### config.mk
export PLATFORM = sky130hd
export DESIGN_NAME = rsw_top
export DESIGN_NICKNAME = d
export VERILOG_FILES = /design/src/pkg/rsw_pkg.sv /design/src/pkg/rsw_cfg_if.sv /design/src/rsw_cfg_regs.sv /design/src/rsw_wait_gen.sv /design/src/rsw_top.sv
export VERILOG_INCLUDE_DIRS = /design/src /design/src/pkg
export SDC_FILE = /design/constraint.sdc
export NUM_CORES = 1
export LEC_CHECK = 0
export ABC_CLOCK_PERIOD_IN_PS = 3400
export BUFFER_PORTS_ARGS = -buffer_cell sky130_fd_sc_hd__buf_2
export CORE_AREA = 5 5 71 89
export DETAILED_ROUTE_END_ITERATION = 10
export DIE_AREA = 0 0 76 94
export GPL_ROUTABILITY_DRIVEN = 1
export HOLD_SLACK_MARGIN = 0.15
export PLACE_DENSITY = 0.72
export SLEW_MARGIN = 20
export SYNTH_ARGS = -nofsm -noshare
export SYNTH_HDL_FRONTEND = slang
export SYNTH_SLANG_ARGS = --single-unit
### constraint.sdc
create_clock -name clk_i -period 3.4 [get_ports clk_i]
set_input_delay 0.51 -clock clk_i [delete_from_list [all_inputs] [get_ports clk_i]]
set_output_delay 0.51 -clock clk_i [all_outputs]
set_load 0.005 [all_outputs]
### src/pkg/rsw_regs.svh
`ifndef RSW_REGS_SVH
`define RSW_REGS_SVH

// Indexed configuration space: index port and data port.
`define RSW_IO_INDEX_PORT 8'h22
`define RSW_IO_DATA_PORT 8'h23

// Register indexes.
`define RSW_IDX_PREV_WAIT 8'h26
`define RSW_IDX_TIMING 8'h27
`define RSW_IDX_WAIT 8'h28

// Timing control register fields.
`define RSW_BIT_EARLY 5
`define RSW_BIT_FAST 4
`define RSW_BIT_WSEL 3
`define RSW_WIDTH_HI 2
`define RSW_WIDTH_LO 1

// Wait count register fields.
`define RSW_BURST_HI 4
`define RSW_BURST_LO 3
`define RSW_NBURST_HI 2
`define RSW_NBURST_LO 0

// Strap width encodings.
`define RSW_WIDTH_8_MSB 1'b0
`define RSW_WIDTH_16 2'h2
`define RSW_WIDTH_32 2'h3

// Reset values.
`define RSW_CTRL_RST 1'b0
`define RSW_BURST_RST 2'h0
`define RSW_NBURST_RST 3'h0
`define RSW_WIDTH_RST 2'h0

// Clock edges after reset release before the strap is captured.
`define RSW_STRAP_SETTLE 2'h2

`endif

### src/pkg/rsw_pkg.sv
package rsw_pkg;
	typedef logic [1:0] rsw_width_t;
	typedef logic [1:0] rsw_burst_cnt_t;
	typedef logic [2:0] rsw_nburst_cnt_t;
	typedef logic [7:0] rsw_byte_t;
	typedef enum logic [1:0] {
		RSW_IDLE,
		RSW_WAIT,
		RSW_DONE
	} rsw_state_e;
endpackage

### src/pkg/rsw_cfg_if.sv
`timescale 1ns/1ps
`default_nettype none
interface rsw_cfg_if;
	import rsw_pkg::*;
	logic early_select_en;
	logic fast_timing_en;
	logic fast_eff;
	logic burst_wait_sel;
	rsw_burst_cnt_t burst_wait_count;
	rsw_nburst_cnt_t nonburst_wait_count;
	rsw_width_t strap_bus_width;
	modport src (
		output early_select_en, fast_timing_en, fast_eff, burst_wait_sel,
		output burst_wait_count, nonburst_wait_count,
		input strap_bus_width
	);
	modport snk (
		input early_select_en, fast_timing_en, fast_eff, burst_wait_sel,
		input burst_wait_count, nonburst_wait_count, strap_bus_width
	);
endinterface
`default_nettype wire

### src/rsw_cfg_regs.sv
`timescale 1ns/1ps
`default_nettype none
`include "rsw_regs.svh"
module rsw_cfg_regs (
	input wire logic clk_i,
	input wire logic rst_n_i,
	input wire logic wr_timing_i,
	input wire logic wr_wait_i,
	input wire logic wr_prev_i,
	input wire rsw_pkg::rsw_byte_t wdata_i,
	output rsw_pkg::rsw_byte_t timing_rd_o,
	output rsw_pkg::rsw_byte_t wait_rd_o,
	output rsw_pkg::rsw_byte_t prev_rd_o,
	output rsw_pkg::rsw_nburst_cnt_t prev_nonburst_wait_count_o,
	output rsw_pkg::rsw_burst_cnt_t prev_burst_wait_count_o,
	rsw_cfg_if.src cfg
);
	import rsw_pkg::*;

	logic early_r;
	logic fast_r;
	logic wsel_r;
	rsw_burst_cnt_t burst_r;
	rsw_nburst_cnt_t nburst_r;
	rsw_burst_cnt_t prev_burst_r;
	rsw_nburst_cnt_t prev_nburst_r;

	always_ff @(posedge clk_i or negedge rst_n_i) begin
		if (!rst_n_i) begin
			early_r <= `RSW_CTRL_RST;
			fast_r <= `RSW_CTRL_RST;
			wsel_r <= `RSW_CTRL_RST;
		end else if (wr_timing_i) begin
			early_r <= wdata_i[`RSW_BIT_EARLY];
			fast_r <= wdata_i[`RSW_BIT_FAST];
			wsel_r <= wdata_i[`RSW_BIT_WSEL];
		end
	end

	always_ff @(posedge clk_i or negedge rst_n_i) begin
		if (!rst_n_i) begin
			burst_r <= `RSW_BURST_RST;
			nburst_r <= `RSW_NBURST_RST;
		end else if (wr_wait_i) begin
			burst_r <= wdata_i[`RSW_BURST_HI:`RSW_BURST_LO];
			nburst_r <= wdata_i[`RSW_NBURST_HI:`RSW_NBURST_LO];
		end
	end

	always_ff @(posedge clk_i or negedge rst_n_i) begin
		if (!rst_n_i) begin
			prev_burst_r <= `RSW_BURST_RST;
			prev_nburst_r <= `RSW_NBURST_RST;
		end else if (wr_prev_i) begin
			prev_burst_r <= wdata_i[`RSW_BURST_HI:`RSW_BURST_LO];
			prev_nburst_r <= wdata_i[`RSW_NBURST_HI:`RSW_NBURST_LO];
		end
	end

	assign cfg.early_select_en = early_r;
	assign cfg.fast_timing_en = fast_r;
	assign cfg.fast_eff = fast_r | (cfg.strap_bus_width == `RSW_WIDTH_32);
	assign cfg.burst_wait_sel = wsel_r;
	assign cfg.burst_wait_count = burst_r;
	assign cfg.nonburst_wait_count = nburst_r;
	assign prev_nonburst_wait_count_o = prev_nburst_r;
	assign prev_burst_wait_count_o = prev_burst_r;

	// Width bits read the strap; reserved bits read as zero.
	assign timing_rd_o = {2'h0, early_r, fast_r, wsel_r, cfg.strap_bus_width, 1'b0};
	assign wait_rd_o = {3'h0, burst_r, nburst_r};
	assign prev_rd_o = {3'h0, prev_burst_r, prev_nburst_r};
endmodule
`default_nettype wire

### src/rsw_wait_gen.sv
`timescale 1ns/1ps
`default_nettype none
module rsw_wait_gen (
	input wire logic clk_i,
	input wire logic rst_n_i,
	input wire logic rom_cyc_i,
	input wire logic burst_ok_i,
	input wire logic [3:0] low_system_addr_i,
	input wire logic iochrdy_sync_i,
	output logic rom_ready_o,
	output logic burst_follow_o,
	rsw_cfg_if.snk cfg
);
	import rsw_pkg::*;

	rsw_state_e state_r;
	logic cyc_r;
	logic fast_r;
	logic burst_r;
	logic follow_r;
	logic [3:0] addr_r;
	logic [2:0] cnt_r;
	logic [3:0] waited_r;
	logic start;
	logic next_beat;

	assign start = rom_cyc_i && !cyc_r;
	// A burst beat after the first begins when the low address bits change.
	assign next_beat = (state_r == RSW_DONE) && rom_cyc_i && burst_r &&
		(low_system_addr_i != addr_r);
	assign rom_ready_o = (state_r == RSW_WAIT) &&
		(fast_r ? (cnt_r == 3'h0) : iochrdy_sync_i);
	assign burst_follow_o = follow_r;

	always_ff @(posedge clk_i or negedge rst_n_i) begin
		if (!rst_n_i) begin
			cyc_r <= 1'b0;
			addr_r <= 4'h0;
		end else begin
			cyc_r <= rom_cyc_i;
			addr_r <= low_system_addr_i;
		end
	end

	always_ff @(posedge clk_i or negedge rst_n_i) begin
		if (!rst_n_i) begin
			state_r <= RSW_IDLE;
			fast_r <= 1'b0;
			burst_r <= 1'b0;
			follow_r <= 1'b0;
			cnt_r <= 3'h0;
		end else begin
			case (state_r)
				RSW_IDLE: begin
					if (start) begin
						state_r <= RSW_WAIT;
						fast_r <= cfg.fast_eff;
						burst_r <= burst_ok_i;
						follow_r <= 1'b0;
						cnt_r <= cfg.nonburst_wait_count;
					end
				end
				RSW_WAIT: begin
					if (rom_ready_o) begin
						state_r <= RSW_DONE;
					end else if (fast_r) begin
						cnt_r <= cnt_r - 3'h1;
					end
				end
				RSW_DONE: begin
					if (!rom_cyc_i) begin
						state_r <= RSW_IDLE;
						burst_r <= 1'b0;
						follow_r <= 1'b0;
					end else if (next_beat) begin
						state_r <= RSW_WAIT;
						follow_r <= 1'b1;
						cnt_r <= {1'b0, cfg.burst_wait_count};
					end
				end
				default: begin
					state_r <= RSW_IDLE;
				end
			endcase
		end
	end

	always_ff @(posedge clk_i or negedge rst_n_i) begin
		if (!rst_n_i) begin
			waited_r <= 4'h0;
		end else if (state_r != RSW_WAIT || rom_ready_o) begin
			waited_r <= 4'h0;
		end else begin
			waited_r <= waited_r + 4'h1;
		end
	end

	chk_nonburst_wait_len: assert property (@(posedge clk_i) disable iff (!rst_n_i)
		(rom_ready_o && fast_r && !follow_r) |-> (waited_r == {1'b0, $past(cfg.nonburst_wait_count, 1)})
		or $changed(cfg.nonburst_wait_count))
		else $error("Non-burst access wait length differs from programmed count.");

	chk_burst_wait_len: assert property (@(posedge clk_i) disable iff (!rst_n_i)
		(rom_ready_o && follow_r && !$changed(cfg.burst_wait_count)) |->
		(waited_r == {2'h0, cfg.burst_wait_count}))
		else $error("Burst beat wait length differs from programmed count.");

	chk_normal_ready: assert property (@(posedge clk_i) disable iff (!rst_n_i)
		(state_r == RSW_WAIT && !fast_r && !iochrdy_sync_i) |-> !rom_ready_o ##1 state_r == RSW_WAIT)
		else $error("Normal-speed access ended while the ready pin was low.");
endmodule
`default_nettype wire

### src/rsw_top.sv
`timescale 1ns/1ps
`default_nettype none
`include "rsw_regs.svh"
module rsw_top (
	input wire logic clk_i,
	input wire logic rst_n_i,
	input wire logic [7:0] io_addr_i,
	input wire logic io_wr_i,
	input wire logic io_rd_i,
	input wire rsw_pkg::rsw_byte_t io_wdata_i,
	output rsw_pkg::rsw_byte_t io_rdata_o,
	output logic io_rdata_valid_o,
	input wire rsw_pkg::rsw_width_t strap_bus_width_i,
	input wire logic addr_hit_i,
	input wire logic rom_cmd_i,
	input wire logic rom_cyc_i,
	input wire logic burst_req_i,
	input wire logic cache_en_i,
	input wire logic [3:0] low_system_addr_i,
	input wire logic iochrdy_i,
	input wire logic chan0_access_i,
	input wire rsw_pkg::rsw_width_t chan0_width_i,
	output logic rom_select_two_n_o,
	output logic rom_ready_o,
	output logic burst_timing_o,
	output logic fast_mode_o,
	output logic wide_rom_output_en_o,
	output rsw_pkg::rsw_nburst_cnt_t prev_nonburst_wait_count_o,
	output rsw_pkg::rsw_burst_cnt_t prev_burst_wait_count_o
);
	import rsw_pkg::*;

	rsw_cfg_if cfg ();

	rsw_byte_t index_r;
	rsw_byte_t timing_rd;
	rsw_byte_t wait_rd;
	rsw_byte_t prev_rd;
	rsw_width_t width_r;
	logic [1:0] settle_r;
	logic strap_done_r;
	logic [2:0] pin_meta_r;
	logic [2:0] pin_sync_r;
	logic [2:0] pin_raw;
	logic data_wr;
	logic data_rd;
	logic wr_timing;
	logic wr_wait;
	logic wr_prev;
	logic sel_fast_r;
	logic sel_act;
	logic burst_ok;
	logic burst_follow;
	logic width_burst_ok;
	logic cfg_written_r;

	// Pins from outside the clock domain pass two flip-flops per bit.
	assign pin_raw = {strap_bus_width_i, iochrdy_i};
	genvar gi;
	generate
		for (gi = 0; gi < 3; gi++) begin : g_sync
			always_ff @(posedge clk_i or negedge rst_n_i) begin
				if (!rst_n_i) begin
					pin_meta_r[gi] <= 1'b0;
					pin_sync_r[gi] <= 1'b0;
				end else begin
					pin_meta_r[gi] <= pin_raw[gi];
					pin_sync_r[gi] <= pin_meta_r[gi];
				end
			end
		end
	endgenerate

	// The strap is captured once, when the synchroniser has settled after reset.
	always_ff @(posedge clk_i or negedge rst_n_i) begin
		if (!rst_n_i) begin
			settle_r <= 2'h0;
			strap_done_r <= 1'b0;
			width_r <= `RSW_WIDTH_RST;
		end else if (!strap_done_r) begin
			if (settle_r == `RSW_STRAP_SETTLE) begin
				width_r <= pin_sync_r[2:1];
				strap_done_r <= 1'b1;
			end else begin
				settle_r <= settle_r + 2'h1;
			end
		end
	end
	assign cfg.strap_bus_width = width_r;

	// Index port holds the register number; the data port reaches the register.
	assign data_wr = io_wr_i && (io_addr_i == `RSW_IO_DATA_PORT);
	assign data_rd = io_rd_i && (io_addr_i == `RSW_IO_DATA_PORT);
	assign wr_timing = data_wr && (index_r == `RSW_IDX_TIMING);
	assign wr_wait = data_wr && (index_r == `RSW_IDX_WAIT);
	assign wr_prev = data_wr && (index_r == `RSW_IDX_PREV_WAIT);

	always_ff @(posedge clk_i or negedge rst_n_i) begin
		if (!rst_n_i) begin
			index_r <= 8'h00;
		end else if (io_wr_i && io_addr_i == `RSW_IO_INDEX_PORT) begin
			index_r <= io_wdata_i;
		end
	end

	always_ff @(posedge clk_i or negedge rst_n_i) begin
		if (!rst_n_i) begin
			io_rdata_o <= 8'h00;
			io_rdata_valid_o <= 1'b0;
		end else begin
			io_rdata_valid_o <= 1'b0;
			if (io_rd_i && io_addr_i == `RSW_IO_INDEX_PORT) begin
				io_rdata_o <= index_r;
				io_rdata_valid_o <= 1'b1;
			end else if (data_rd) begin
				io_rdata_valid_o <= 1'b1;
				case (index_r)
					`RSW_IDX_TIMING: begin
						io_rdata_o <= timing_rd;
					end
					`RSW_IDX_WAIT: begin
						io_rdata_o <= wait_rd;
					end
					`RSW_IDX_PREV_WAIT: begin
						io_rdata_o <= prev_rd;
					end
					default: begin
						io_rdata_o <= 8'h00;
						io_rdata_valid_o <= 1'b0;
					end
				endcase
			end
		end
	end

	rsw_cfg_regs u_regs (
		.clk_i(clk_i),
		.rst_n_i(rst_n_i),
		.wr_timing_i(wr_timing),
		.wr_wait_i(wr_wait),
		.wr_prev_i(wr_prev),
		.wdata_i(io_wdata_i),
		.timing_rd_o(timing_rd),
		.wait_rd_o(wait_rd),
		.prev_rd_o(prev_rd),
		.prev_nonburst_wait_count_o(prev_nonburst_wait_count_o),
		.prev_burst_wait_count_o(prev_burst_wait_count_o),
		.cfg(cfg)
	);

	// Fast mode without early select aligns the select to the clock edge.
	always_ff @(posedge clk_i or negedge rst_n_i) begin
		if (!rst_n_i) begin
			sel_fast_r <= 1'b0;
		end else begin
			sel_fast_r <= addr_hit_i;
		end
	end

	always_comb begin
		if (cfg.early_select_en) begin
			sel_act = addr_hit_i;
		end else if (cfg.fast_eff) begin
			sel_act = sel_fast_r;
		end else begin
			sel_act = addr_hit_i && rom_cmd_i;
		end
	end
	assign rom_select_two_n_o = !sel_act;

	// Width decides burst capability; 16-bit relies on the fast bit below.
	assign width_burst_ok = (width_r[1] != `RSW_WIDTH_8_MSB);
	assign burst_ok = cfg.burst_wait_sel && burst_req_i && cache_en_i && cfg.fast_eff &&
		width_burst_ok;

	rsw_wait_gen u_wait (
		.clk_i(clk_i),
		.rst_n_i(rst_n_i),
		.rom_cyc_i(rom_cyc_i),
		.burst_ok_i(burst_ok),
		.low_system_addr_i(low_system_addr_i),
		.iochrdy_sync_i(pin_sync_r[0]),
		.rom_ready_o(rom_ready_o),
		.burst_follow_o(burst_follow),
		.cfg(cfg)
	);

	assign burst_timing_o = burst_follow;
	assign fast_mode_o = cfg.fast_eff;
	assign wide_rom_output_en_o = chan0_access_i && (chan0_width_i == `RSW_WIDTH_32);

	chk_early_select: assert property (@(posedge clk_i) disable iff (!rst_n_i)
		cfg.early_select_en |-> (rom_select_two_n_o == !addr_hit_i))
		else $error("Early select does not follow the raw address decode.");

	chk_normal_cmd: assert property (@(posedge clk_i) disable iff (!rst_n_i)
		(!cfg.early_select_en && !cfg.fast_eff && !rom_cmd_i) |-> rom_select_two_n_o)
		else $error("Normal-speed select asserted without the ROM command.");

	chk_fast_aligned: assert property (@(posedge clk_i) disable iff (!rst_n_i)
		(!cfg.early_select_en && cfg.fast_eff) |-> (!rom_select_two_n_o == $past(addr_hit_i)))
		else $error("Fast-mode select not aligned to the previous clock decode.");

	chk_force_fast: assert property (@(posedge clk_i) disable iff (!rst_n_i)
		(width_r == `RSW_WIDTH_32) |-> fast_mode_o)
		else $error("A 32-bit channel left fast mode.");

	chk_burst_gate: assert property (@(posedge clk_i) disable iff (!rst_n_i)
		$rose(burst_timing_o) |-> $past(cfg.fast_eff, 1) || $past(cfg.fast_eff, 2))
		else $error("Burst timing used outside fast mode.");

	chk_narrow_burst: assert property (@(posedge clk_i) disable iff (!rst_n_i)
		(width_r[1] == `RSW_WIDTH_8_MSB && !rom_cyc_i) |=> !burst_timing_o [*2])
		else $error("An 8-bit channel entered burst timing.");

	chk_wide_oe: assert property (@(posedge clk_i) disable iff (!rst_n_i)
		wide_rom_output_en_o |-> chan0_access_i && chan0_width_i == `RSW_WIDTH_32)
		else $error("Wide output enable driven outside channel zero 32-bit access.");

	// Remembers whether this channel's registers were written since reset.
	always_ff @(posedge clk_i or negedge rst_n_i) begin
		if (!rst_n_i) begin
			cfg_written_r <= 1'b0;
		end else if (wr_timing || wr_wait) begin
			cfg_written_r <= 1'b1;
		end
	end

	chk_reset_zero: assert property (@(posedge clk_i) disable iff (!rst_n_i)
		!cfg_written_r |-> (timing_rd[`RSW_BIT_EARLY:`RSW_BIT_WSEL] == 3'h0 && wait_rd == 8'h00))
		else $error("Control bits or wait counts are not zero after reset.");

	chk_width_hold: assert property (@(posedge clk_i) disable iff (!rst_n_i)
		strap_done_r |=> $stable(width_r))
		else $error("Latched width changed after capture.");

	chk_strap_wait: assert property (@(posedge clk_i) disable iff (!rst_n_i)
		!strap_done_r |-> (width_r == `RSW_WIDTH_RST))
		else $error("Width changed before the strap was captured.");

	chk_timing_read: assert property (@(posedge clk_i) disable iff (!rst_n_i)
		($past(data_rd) && $past(index_r) == `RSW_IDX_TIMING) |->
		(io_rdata_o[`RSW_WIDTH_HI:`RSW_WIDTH_LO] == $past(width_r)))
		else $error("Width field read back differs from the latched strap.");

	chk_normal_slow: assert property (@(posedge clk_i) disable iff (!rst_n_i)
		(!cfg.fast_timing_en && width_r != `RSW_WIDTH_32) |-> !fast_mode_o)
		else $error("Fast mode active with the fast bit clear on a narrow channel.");

	chk_wsel_ignored: assert property (@(posedge clk_i) disable iff (!rst_n_i)
		!cfg.fast_eff |-> !burst_ok)
		else $error("Wait-select enabled bursts outside fast mode.");

	chk_sixteen_burst: assert property (@(posedge clk_i) disable iff (!rst_n_i)
		(width_r == `RSW_WIDTH_16 && !cfg.fast_timing_en) |-> !burst_ok)
		else $error("A 16-bit channel became burst capable without the fast bit.");

	chk_burst_needs: assert property (@(posedge clk_i) disable iff (!rst_n_i)
		burst_ok |-> (cfg.burst_wait_sel && burst_req_i && cache_en_i))
		else $error("Burst eligibility without wait-select, burst request and caching.");

	chk_follow_start: assert property (@(posedge clk_i) disable iff (!rst_n_i)
		$rose(burst_timing_o) |->
		($past(rom_cyc_i) && $past(low_system_addr_i, 1) != $past(low_system_addr_i, 2)))
		else $error("Burst beat started without a low address change.");

	chk_timing_write: assert property (@(posedge clk_i) disable iff (!rst_n_i)
		$past(wr_timing) |-> (timing_rd[`RSW_BIT_EARLY:`RSW_BIT_WSEL] ==
		$past(io_wdata_i[`RSW_BIT_EARLY:`RSW_BIT_WSEL])))
		else $error("Timing control write did not land.");

	chk_wait_write: assert property (@(posedge clk_i) disable iff (!rst_n_i)
		$past(wr_wait) |-> (wait_rd[`RSW_BURST_HI:`RSW_NBURST_LO] ==
		$past(io_wdata_i[`RSW_BURST_HI:`RSW_NBURST_LO])))
		else $error("Wait count write did not land.");

	chk_prev_write: assert property (@(posedge clk_i) disable iff (!rst_n_i)
		$past(wr_prev) |-> (prev_nonburst_wait_count_o ==
		$past(io_wdata_i[`RSW_NBURST_HI:`RSW_NBURST_LO])))
		else $error("Preceding channel wait count write did not land.");

	chk_sel_idle: assert property (@(posedge clk_i) disable iff (!rst_n_i)
		(!addr_hit_i && !$past(addr_hit_i)) |-> rom_select_two_n_o)
		else $error("Select asserted with no address decode.");

	chk_ready_pulse: assert property (@(posedge clk_i) disable iff (!rst_n_i)
		rom_ready_o |=> !rom_ready_o)
		else $error("Ready stood longer than one cycle.");
endmodule
`default_nettype wire

# After elaboration in Yosys (flattened, before gate mapping)
# Index checks and enable logic that the tools add are counted.
dict set report word_totals {
  ff_bits 55
  input_bits 35
  elab_cells 113
}
dict set report classes {
  add_sub_neg 2
  n_eq_ne 19
  mux 29
  n_bitwise 3
  reduce_logical 33
}
# cell count
set op_table {}
lappend op_table {{8-bit by 6-bit equality test with 1-bit output (second input constant)} 5}
lappend op_table {{1-bit logical AND} 18}
lappend op_table {{6-bit case mux with 3 select lines} 1}
lappend op_table {{8-bit two-way mux} 2}
lappend op_table {{3-bit two-way mux} 5}
lappend op_table {{1-bit two-way mux} 13}
lappend op_table {{3-bit case mux with 3 select lines} 1}
lappend op_table {{3-bit AND reduction} 3}
lappend op_table {{2-bit equality test (second input constant)} 4}
lappend op_table {{2-bit two-way mux} 4}
lappend op_table {{2-bit != test (second input constant)} 4}
lappend op_table {{2-bit by 1-bit != test with 1-bit output (second input constant)} 3}
lappend op_table {{2-bit case mux with 3 select lines} 1}
lappend op_table {{2-bit AND reduction} 3}
lappend op_table {{6-bit AND reduction} 1}
lappend op_table {{4-bit != test} 1}
lappend op_table {{1-bit case mux with 2 select lines} 2}
lappend op_table {{2-bit nonzero test} 2}
lappend op_table {{3-bit zero test} 1}
lappend op_table {{3-bit by 2-bit != test with 1-bit output (second input constant)} 1}
lappend op_table {{3-bit nonzero test} 1}
lappend op_table {{3-bit OR reduction} 1}
lappend op_table {{3-bit by 1-bit subtractor with 3-bit output (second input constant)} 1}
lappend op_table {{2-bit by 1-bit adder with 2-bit output (second input constant)} 1}
lappend op_table {{other kinds (5)} 7}

# Logic depth before layout (Yosys ltp)
# Gate-level depths: netlist (run 1).
dict set report depth {
  ltp_word 7
  ltp_mapped 7
}

# Modules after synthesis
# A second synthesis (run 1) with hierarchy kept.
dict set report hier_totals {
  cells_unflattened 241
  hier_area_um2 2909.0
}
# mod instances cells_per_inst area_per_inst_um2 seq_area_each_um2
set by_module_without_submodules {}
lappend by_module_without_submodules {rsw_top 1 119 1495.2 725.7}
lappend by_module_without_submodules {rsw_wait_gen 1 70 750.7 325.3}
lappend by_module_without_submodules {rsw_cfg_regs 1 52 663.1 325.3}

# Worst setup path before layout (run 1)
# Ideal clock, no wire load.
dict set report synth_path {
  path_kind {input port to flip-flop}
  start {input io_addr_i[4]}
  end {register u_regs.prev_burst_r[0] (netlist: u_regs.prev_burst_wait_count_o[0])}
  t_arrival_ns 1.711
  required_ns 3.275
  slack_ns 1.564
  stages 5
  path_cell_list {nor4b_4 -> nand4_1 -> or3_1 -> buf_2 -> mux2_4}
}
dict set report synth_via {
  elab_chain_cells 3
}
# element line
set synth_lines {}
lappend synth_lines {{start, declared} rsw_top.sv:7} ;# input wire logic [7:0] io_addr_i,
lappend synth_lines {{8-bit by 6-bit equality test with 1-bit output (no source line)} n/a}
lappend synth_lines {{1-bit logical AND} rsw_top.sv:92} ;# assign data_wr = io_wr_i && (io_addr_i == `RSW_IO_DATA_PORT);
lappend synth_lines {{1-bit logical AND} rsw_top.sv:96} ;# assign wr_prev = data_wr && (index_r == `RSW_IDX_PREV_WAIT);
lappend synth_lines {{end signal, assigned} rsw_cfg_regs.sv:52} ;# prev_burst_r <= `RSW_BURST_RST;
lappend synth_lines {{end signal, assigned} rsw_cfg_regs.sv:55} ;# prev_burst_r <= wdata_i[`RSW_BURST_HI:`RSW_BURST_LO];
lappend synth_lines {{end, declared} rsw_cfg_regs.sv:25} ;# rsw_burst_cnt_t prev_burst_r;
# Every way passes these cells.
# A chain may end at the register's enable or synchronous reset.

# Worst setup path after layout (run 1)
dict set report layout_path {
  start {register u_wait.cnt_r[0]}
  end {output rom_ready_o}
}
dict set report layout_via {
  elab_chain_cells 3
}
# element line
set layout_lines {}
lappend layout_lines {{start, declared} rsw_wait_gen.sv:22} ;# logic [2:0] cnt_r;
lappend layout_lines {{start signal, assigned} rsw_wait_gen.sv:60} ;# cnt_r <= cfg.nonburst_wait_count;
lappend layout_lines {{start signal, assigned} rsw_wait_gen.sv:67} ;# cnt_r <= cnt_r - 3'h1;
lappend layout_lines {{start signal, assigned} rsw_wait_gen.sv:78} ;# cnt_r <= {1'b0, cfg.burst_wait_count};
lappend layout_lines {{3-bit zero test} rsw_wait_gen.sv:32} ;# (fast_r ? (cnt_r == 3'h0) : iochrdy_sync_i);
lappend layout_lines {{1-bit two-way mux} rsw_wait_gen.sv:32}
lappend layout_lines {{1-bit logical AND} rsw_wait_gen.sv:31} ;# assign rom_ready_o = (state_r == RSW_WAIT) &&
lappend layout_lines {{end, declared} rsw_top.sv:24} ;# output logic rom_ready_o,
# Every way passes these cells.

==> insert_results.sql, run 1 <==
INSERT INTO impl_metrics (metric_group, metric, value, unit) VALUES
('yosys', 'synth_simple_gate_area_frac', '0.111', ''),
('timing', 'timing.max_slew.rel_slack', '0.454', ''),
('timing', 'finalClockSkew', '0.00679', 'ns'),
('power', 'sw_frac_of_total', '0.269', ''),
('run_status', 'run_status', 'completed', ''),
('critical_path', 'cpLargestDelayFamily', 'adder cells', ''),
('route', 'num_vias', '1791', ''),
('yosys', 'ys_types', '36', ''),
('yosys', 'post_synth.cell_area_avg', '12.2', 'um^2'),
('placed_design', 'port-buffer-count', '53', ''),
('floorplan', 'core-area', '5370', 'um^2'),
('floorplan', 'die_outline_height', '94', 'um'),
('worst_hold_path', 'hold_path.class', 'in2async', ''),
('timing', 'final-setup-viol-count', '0', ''),
('critical_path', 'critPathMaxStageDelay', '0.35', 'ns'),
('timing', 'setup_ws_final', '1.33', 'ns'),
('route', 'detail_route.vias_per_cell', '5.39', ''),
('yosys', 'synth_area', '2570', 'um^2'),
('power', 'powerDensity', '532', 'nW/um^2'),
('run', 'timing.max_cap.violations', '0', ''),
('placed_design', 'detailed_place_hpwl', '3.87', 'mm'),
('route', 'finalWirelength', '5.12', 'mm'),
('placed_design', 'placed_cells_incl_taps', '324', ''),
('yosys', 'yosysWarningCount', '0', ''),
('global_routing', 'global_route.usage.total', '0.150', ''),
('critical_path', 'required', '2.89', 'ns'),
('timing', 'min_period_over_period', '0.610', ''),
('yosys', 'yosys_most_used_dff', 'sky130_fd_sc_hd__dfrtp_1', ''),
('timing', 'post-route-min-period', '2.07', 'ns'),
('yosys', 'synth-adder-area-share', '0.0341', ''),
('critical_path', 'worst-setup-path-type', 'reg2out', ''),
('power', 'cellLeakagePower', '1.49', 'nW'),
('power', 'vdd_drop_max', '0.227', 'mV'),
('power', 'power_frac_comb', '0.238', ''),
('power', 'clock_share_of_power', '0.309', ''),
('yosys', 'synth.yosys.seq_area_share', '0.536', ''),
('finish', 'drive_gt1_frac', '0.369', ''),
('route', 'final_antenna_net_count', '0', ''),
('yosys', 'synth-async-reset-ratio', '1.00', ''),
('placed_design', 'post-place-ws', '1.23', 'ns'),
('critical_path', 'cp-end-kind', 'primary output', ''),
('cts', 'tritoncts_clock_tree', 'done', ''),
('cts', 'cts_resized', '0', ''),
('timing', 'worstMarginPinSlew', '0.820', 'ns'),
('finish', 'post_layout_nonfiller_instances', '332', ''),
('route', 'route.detailed.wl_per_inst', '15.4', 'um'),
('timing', 'finalHoldViolations', '0', ''),
('yosys', 'main_combinational_cell_family_by_area_after_synthesis', 'multiplexers', ''),
('cts', 'clk_path_buf_depth', '2', ''),
('global_routing', 'grt_start_max_net_pins', '39', ''),
('power', 'net-switching-power', '0.000433', 'W'),
('critical_path', 'worst-path-buf-inv', '2', ''),
('cts', 'clock_tree.htree_level_count', '2', ''),
('route', 'drc', '0', ''),
('global_routing', 'first_global_vias', '1798', ''),
('critical_path', 'crit_path_cell_trace', 'inv_1, ha_1, ha_1, mux2i_1, nor2b_1, buf_2', ''),
('cts', 'clock_latency_reported_for_the_late_side_of_the_worst_skew_pair', '0.30', 'ns'),
('power', 'power.share.sequential', '0.453', ''),
('floorplan', 'boundaryPins', '54', ''),
('route', 'number_of_detailed_routing_iterations_run_before_antenna_repair', '4', ''),
('finish', 'layout.core_utilization', '0.564', ''),
('power', 'p_int', '0.00118', 'W'),
('timing', 'max_freq', '482', 'MHz'),
('yosys', 'synth_mux_area_frac', '0.168', ''),
('timing', 'finalSetupTns', '0', 'ns'),
('global_routing', 'grt-ovfl-total', '0', ''),
('cts', 'clk_root_buffer_cell', 'sky130_fd_sc_hd__clkbuf_8', ''),
('global_routing', 'grt_pass1_wl', '8.56', 'mm'),
('timing', 'slew_violations', '0', ''),
('critical_path', 'critPathLaunchType', 'flop', ''),
('timing', 'rsz0062_at_grt', 'false', '');
[placed cells by master, fill, tap and decap left out, types with 3 or more instances in the layout]
| master | netlist | routed |
|---|---|---|
| sky130_fd_sc_hd__dfrtp_1 | 55 | 55 |
| sky130_fd_sc_hd__buf_2 | 2 | 53 |
| sky130_fd_sc_hd__mux2_2 | 28 | 28 |
| sky130_fd_sc_hd__nand2_1 | 20 | 20 |
| sky130_fd_sc_hd__inv_1 | 13 | 13 |
| sky130_fd_sc_hd__o21ai_0 | 12 | 12 |
| sky130_fd_sc_hd__a21oi_1 | 9 | 9 |
| sky130_fd_sc_hd__ha_1 | 7 | 7 |
| sky130_fd_sc_hd__a22oi_1 | 6 | 6 |
| sky130_fd_sc_hd__a2bb2oi_1 | 5 | 5 |
| sky130_fd_sc_hd__mux2_4 | 5 | 5 |
| sky130_fd_sc_hd__xnor2_1 | 5 | 5 |
| sky130_fd_sc_hd__clkbuf_8 | 0 | 5 |
| sky130_fd_sc_hd__mux2i_1 | 4 | 4 |
| sky130_fd_sc_hd__nand3_1 | 4 | 4 |
| sky130_fd_sc_hd__nor2_1 | 4 | 4 |
| sky130_fd_sc_hd__nor2b_1 | 3 | 3 |
| sky130_fd_sc_hd__nor4b_4 | 3 | 3 |
| sky130_fd_sc_hd__nand4_1 | 3 | 3 |
[per-stage QoR]
step,total power [W],hold slack [ns]
2_1_floorplan,0.00102,0.214
3_3_place_gp,0.00112,0.331
3_5_place_dp,0.00113,0.336
4_1_cts,0.00163,0.295
5_1_grt,0.00171,0.285
6_report,0.00161,0.287
[layer usage]
metal,vias to the layer above,track usage,part of all wire
met5,-,0,0
met4,0,0.0786,0.026
li1,864,-,-
met2,43,0.236,0.49
met1,874,0.188,0.43
met3,10,0.0413,0.049
[power by group through the flow]
stage	Clock [W]	Combinational (W)	Sequential (W)
6_report	0.000498	0.000382	0.000729
3_3_place_gp	0	0.000381	0.000739
4_1_cts	0.000514	0.000389	0.000729
2_1_floorplan	0	0.000289	0.000732
3_5_place_dp	0	0.000388	0.000742
5_1_grt	0.000534	0.000439	0.000735
[final cells by class]
type | count | area (um^2)
timing repair buffer | 54 | 273
inverter | 14 | 52.6
tap | 64 | 80.1
sequential | 55 | 1380
fill | 496 | 2340
multi-input combinational | 137 | 1110
clock inverter | 2 | 60.1
clock buffer | 6 | 72.6
[worst paths after layout]
kind                                      start                                end  slack, ns  cells after the start
max                             u_wait.cnt_r[0]                        rom_ready_o       1.33                      6
min                                     rst_n_i                  u_wait.state_r[0]       0.29                      1
max reg2reg                          index_r[0]  u_regs.cfg.nonburst_wait_count[2]       1.49                      4
min reg2reg                       pin_meta_r[0]                      pin_sync_r[0]       0.35                      0
max in group asynchronous               rst_n_i                         index_r[3]       2.37                      2
min in group clk_i         strap_bus_width_i[1]                      pin_meta_r[2]       0.31                      1
[sequential cells by signal, summed over array words and instances (netlist names), 2 cells and up]
| register | flops |
|---|---|
| u_regs.prev_burst_wait_count_o | 2 |
| u_wait.addr_r | 4 |
| u_wait.state_r | 2 |
| cfg.strap_bus_width | 2 |
| u_regs.cfg.nonburst_wait_count | 3 |
| io_rdata_o | 8 |
| index_r | 8 |
| u_regs.prev_nonburst_wait_count_o | 3 |
| pin_meta_r | 3 |
| settle_r | 2 |
| u_wait.cnt_r | 3 |
| u_regs.cfg.burst_wait_count | 2 |
| pin_sync_r | 3 |
[synthesized netlist by cell type (2+ instances only)]
master / count / area share
sky130_fd_sc_hd__nor2_1: 4 / 0.0058
sky130_fd_sc_hd__inv_1: 13 / 0.019
sky130_fd_sc_hd__mux2i_1: 4 / 0.016
sky130_fd_sc_hd__clkbuf_1: 2 / 0.0029
sky130_fd_sc_hd__or2_2: 2 / 0.0049
sky130_fd_sc_hd__nand2b_1: 2 / 0.0049
sky130_fd_sc_hd__nand3_1: 4 / 0.0078
sky130_fd_sc_hd__nor3b_1: 2 / 0.0058
sky130_fd_sc_hd__a21oi_1: 9 / 0.018
sky130_fd_sc_hd__nand4_1: 3 / 0.0073
sky130_fd_sc_hd__ha_1: 7 / 0.034
sky130_fd_sc_hd__buf_2: 2 / 0.0039
sky130_fd_sc_hd__a22oi_1: 6 / 0.018
sky130_fd_sc_hd__o22ai_1: 2 / 0.0049
sky130_fd_sc_hd__nor2b_1: 3 / 0.0073
sky130_fd_sc_hd__o21ai_0: 12 / 0.023
sky130_fd_sc_hd__mux2_4: 5 / 0.029
sky130_fd_sc_hd__xnor2_1: 5 / 0.017
sky130_fd_sc_hd__a2bb2oi_1: 5 / 0.017
sky130_fd_sc_hd__nand2_1: 20 / 0.029
sky130_fd_sc_hd__mux2_2: 28 / 0.12
sky130_fd_sc_hd__dfrtp_1: 55 / 0.54
sky130_fd_sc_hd__nor4b_4: 3 / 0.028
[cell families after synthesis]
family / after synthesis
AOI/OAI and AO/OA: 41
xor gates and xnor gates: 5
adders and majority gates: 7
buffers and inverters: 19
DFF: 55
muxes: 37
and+or+nand+nor: 47
Note: power is estimated with default switching activity, not from simulation.
==> run 2: changes to the inputs <==
--- a/config.mk
+++ b/config.mk
@@ -6,14 +6,14 @@
 export SDC_FILE = /design/constraint.sdc
 export NUM_CORES = 1
 export LEC_CHECK = 0
-export ABC_CLOCK_PERIOD_IN_PS = 3400
+export ABC_CLOCK_PERIOD_IN_PS = 1900
 export BUFFER_PORTS_ARGS = -buffer_cell sky130_fd_sc_hd__buf_2
 export CORE_AREA = 5 5 71 89
 export DETAILED_ROUTE_END_ITERATION = 10
 export DIE_AREA = 0 0 76 94
 export GPL_ROUTABILITY_DRIVEN = 1
 export HOLD_SLACK_MARGIN = 0.15
-export PLACE_DENSITY = 0.72
+export PLACE_DENSITY = 0.74
 export SLEW_MARGIN = 20
 export SYNTH_ARGS = -nofsm -noshare
 export SYNTH_HDL_FRONTEND = slang
==> constraint.sdc (replaced) <==
create_clock -name clk_i -period 1.9 [get_ports clk_i]
set_input_delay 0.285 -clock clk_i [delete_from_list [all_inputs] [get_ports clk_i]]
set_output_delay 0.285 -clock clk_i [all_outputs]
set_load 0.005 [all_outputs]
==> run 2 against run 1 <==
Against the previous run:
- sequential cell count stayed put
- sequential power rose by 80%
- design area rose by 5.0%
- register-to-register slack worse by 1.4 ns
- combinational power grew 110%
- largest power group unchanged
==> insert_results.sql, run 2 (synthesized netlist as in run 1, its figures left out) <==
INSERT INTO impl_metrics (metric_group, metric, value, unit) VALUES
('critical_path', 'ff2ff_setup_slack', '0.08', 'ns'),
('worst_hold_path', 'hold_path.class', 'in2reg', ''),
('timing', 'timing.max_slew.rel_slack', '0.682', ''),
('critical_path', 'cp-end-kind', 'flop', ''),
('finish', 'final_cell_mix', 'sky130_fd_sc_hd__dfrtp_1, sky130_fd_sc_hd__buf_2, sky130_fd_sc_hd__mux2_2, sky130_fd_sc_hd__nand2_1, sky130_fd_sc_hd__buf_4', ''),
('route', 'first_iter_violations', '158', ''),
('cts', 'clkSlewWorstSetupHoldPaths', '0.09', 'ns'),
('timing', 'holdWs', '0.162', 'ns'),
('critical_path', 'timing.rr.start', 'u_wait.state_r[0]', ''),
('floorplan', 'rows', '30', ''),
('finish', 'mostFrequentLayoutCell', 'sky130_fd_sc_hd__dfrtp_1', ''),
('floorplan', 'die_area', '7140', 'um^2'),
('global_routing', 'grt-ovfl-total', '0', ''),
('route', 'detail_route.vias_per_cell', '5.34', ''),
('global_routing', 'grt_pass1_wl', '9.00', 'mm'),
('timing', 'finalHoldViolations', '0', ''),
('critical_path', 'worst-setup-path-type', 'reg2reg', ''),
('critical_path', 'crit-reg2reg-capture', 'u_wait.cnt_r[0]', ''),
('cts', 'clock_latency_reported_for_the_late_side_of_the_worst_skew_pair', '0.31', 'ns'),
('placed_design', 'detailed_place_hpwl', '3.97', 'mm'),
('global_routing', 'antenna_found_initial', '0', ''),
('finish', 'final_net_count', '330', ''),
('placed_design', 'port-buffer-count', '53', ''),
('worst_hold_path', 'timing.hold.worst.start', 'rom_cyc_i', ''),
('route', 'finalWirelength', '5.35', 'mm'),
('cts', 'clk_root_buffer_cell', 'sky130_fd_sc_hd__clkbuf_8', ''),
('cts', 'tritoncts_clock_tree', 'done', ''),
('placed_design', 'finalWeightedCongestion', '0.770', ''),
('finish', 'insertedDiodeCount', '0', ''),
('global_routing', 'grt_start_max_net_pins', '21', ''),
('critical_path', 'worst_r2r_path_depth', '5', ''),
('floorplan', 'die_w', '76', 'um'),
('timing', 'post-route-min-period', '1.82', 'ns'),
('global_routing', 'global_route.usage.total', '0.155', ''),
('route', 'drc', '0', ''),
('placed_design', 'post-place-ws', '0.0627', 'ns'),
('timing', 'setup_ws_final', '0.0819', 'ns'),
('timing', 'worstMarginPinSlew', '0.476', 'ns'),
('timing', 'min_period_over_period', '0.957', ''),
('floorplan', 'boundaryPins', '54', ''),
('finish', 'flow.area_growth_from_synthesis', '23.8', '%'),
('finish', 'drive_gt1_frac', '0.401', ''),
('timing', 'slew_violations', '0', ''),
('power', 'cellLeakagePower', '1.56', 'nW'),
('worst_hold_path', 'worst_hold_path.num_cells', '1', ''),
('power', 'powerDensity', '859', 'nW/um^2'),
('critical_path', 'arrival', '2.02', 'ns'),
('route', 'route.detailed.wl_per_inst', '15.1', 'um'),
('cts', 'clk_path_buf_depth', '2', ''),
('critical_path', 'critPathLaunchType', 'flop', ''),
('floorplan', 'core-area', '5370', 'um^2'),
('run_status', 'run_status', 'completed', ''),
('route', 'num_vias', '1886', ''),
('floorplan', 'die_outline_height', '94', 'um'),
('cts', 'clock_tree.htree_level_count', '2', ''),
('critical_path', 'worst-path-max-fanout', '6', ''),
('route', 'number_of_detailed_routing_iterations_run_before_antenna_repair', '4', ''),
('timing', 'rsz0062_at_grt', 'false', ''),
('timing', 'finalSetupTns', '0', 'ns'),
('cts', 'cts_num_sinks', '55', ''),
('timing', 'finalClockSkew', '0.00690', 'ns'),
('cts', 'numCtsBuffers', '5', ''),
('route', 'final_antenna_net_count', '0', ''),
('finish', 'layout_top_registers', 'index_r x8, io_rdata_o x8, u_wait.addr_r x4', ''),
('power', 'vdd_drop_max', '0.384', 'mV'),
('run', 'timing.max_cap.violations', '0', ''),
('critical_path', 'required', '2.10', 'ns'),
('global_routing', 'first_global_vias', '1939', ''),
('timing', 'max_freq', '550', 'MHz'),
('timing', 'final-setup-viol-count', '0', ''),
('worst_hold_path', 'min_delay_worst_endpoint', 'u_wait.cyc_r', ''),
('floorplan', 'initial_core_utilization', '0.478', '');
[run 2: worst max path at each step]
| stage | slack (ns) | end | cells after the start | startpoint |
|---|---|---|---|---|
| detailed placement | 0.06 | u_regs.prev_burst_wait_count_o[0] | 5 | io_addr_i[4] |
| finish | 0.08 | u_wait.cnt_r[0] | 5 | u_wait.state_r[0] |
| CTS | 0.01 | rom_ready_o | 7 | u_wait.cnt_r[0] |
| floorplan | 0.19 | u_regs.prev_burst_wait_count_o[0] | 5 | index_r[6] |
| global placement | 0.1 | u_regs.prev_nonburst_wait_count_o[2] | 5 | io_addr_i[4] |
| global route | 0.003 | u_wait.cnt_r[0] | 5 | u_wait.state_r[0] |
[run 2: critical path: stages, from the launching register on]
cell                       delay, ns
sky130_fd_sc_hd__dfrtp_1        0.42
sky130_fd_sc_hd__inv_1          0.10
sky130_fd_sc_hd__ha_1           0.29
sky130_fd_sc_hd__inv_1          0.14
sky130_fd_sc_hd__o211ai_1       0.37
sky130_fd_sc_hd__mux2_2         0.38
[run 2: repair_timing]
item	CTS	global route
resized for setup	0	5
hold buffers	9	0
hold endpoints to repair	26	0
buffers inserted	0	2
setup endpoints to repair	0	3
[run 2: routing by layer]
metal / vias to the layer above / global-route usage / share of wire
met5: - / 0 / 0
met4: 0 / 0.0742 / 0.019
met3: 11 / 0.0307 / 0.041
met2: 46 / 0.259 / 0.50
met1: 929 / 0.193 / 0.44
li1: 900 / - / -
[run 2: final cells by class]
class | instances | area [um^2]
fillers | 440 | 2190
flip-flops and latches | 55 | 1380
multi-input cells | 137 | 1130
repair buffers | 75 | 453
well taps | 64 | 80.1
clock buffers | 5 | 68.8
inverters | 14 | 52.6
clock inverters | 3 | 15.0
[run 2: stage by stage]
stage / util / cell area, um^2 / std cells / total power, W
after CTS: 0.586 / 3140 / 351 / 0.00268
after global routing: 0.592 / 3180 / 353 / 0.00289
after global placement: 0.553 / 2970 / 334 / 0.00202
after detailed placement: 0.553 / 2970 / 334 / 0.00204
final: 0.592 / 3180 / 353 / 0.00273
after floorplan: - / 2570 / 211 / 0.00183
[run 2: report_power, final]
part / leakage, nW / switching, W / internal (W)
Combinational: 0.798 / 0.000383 / 0.000408
Sequential: 0.717 / 0.0000582 / 0.00125
Clock: 0.0477 / 0.000380 / 0.000253
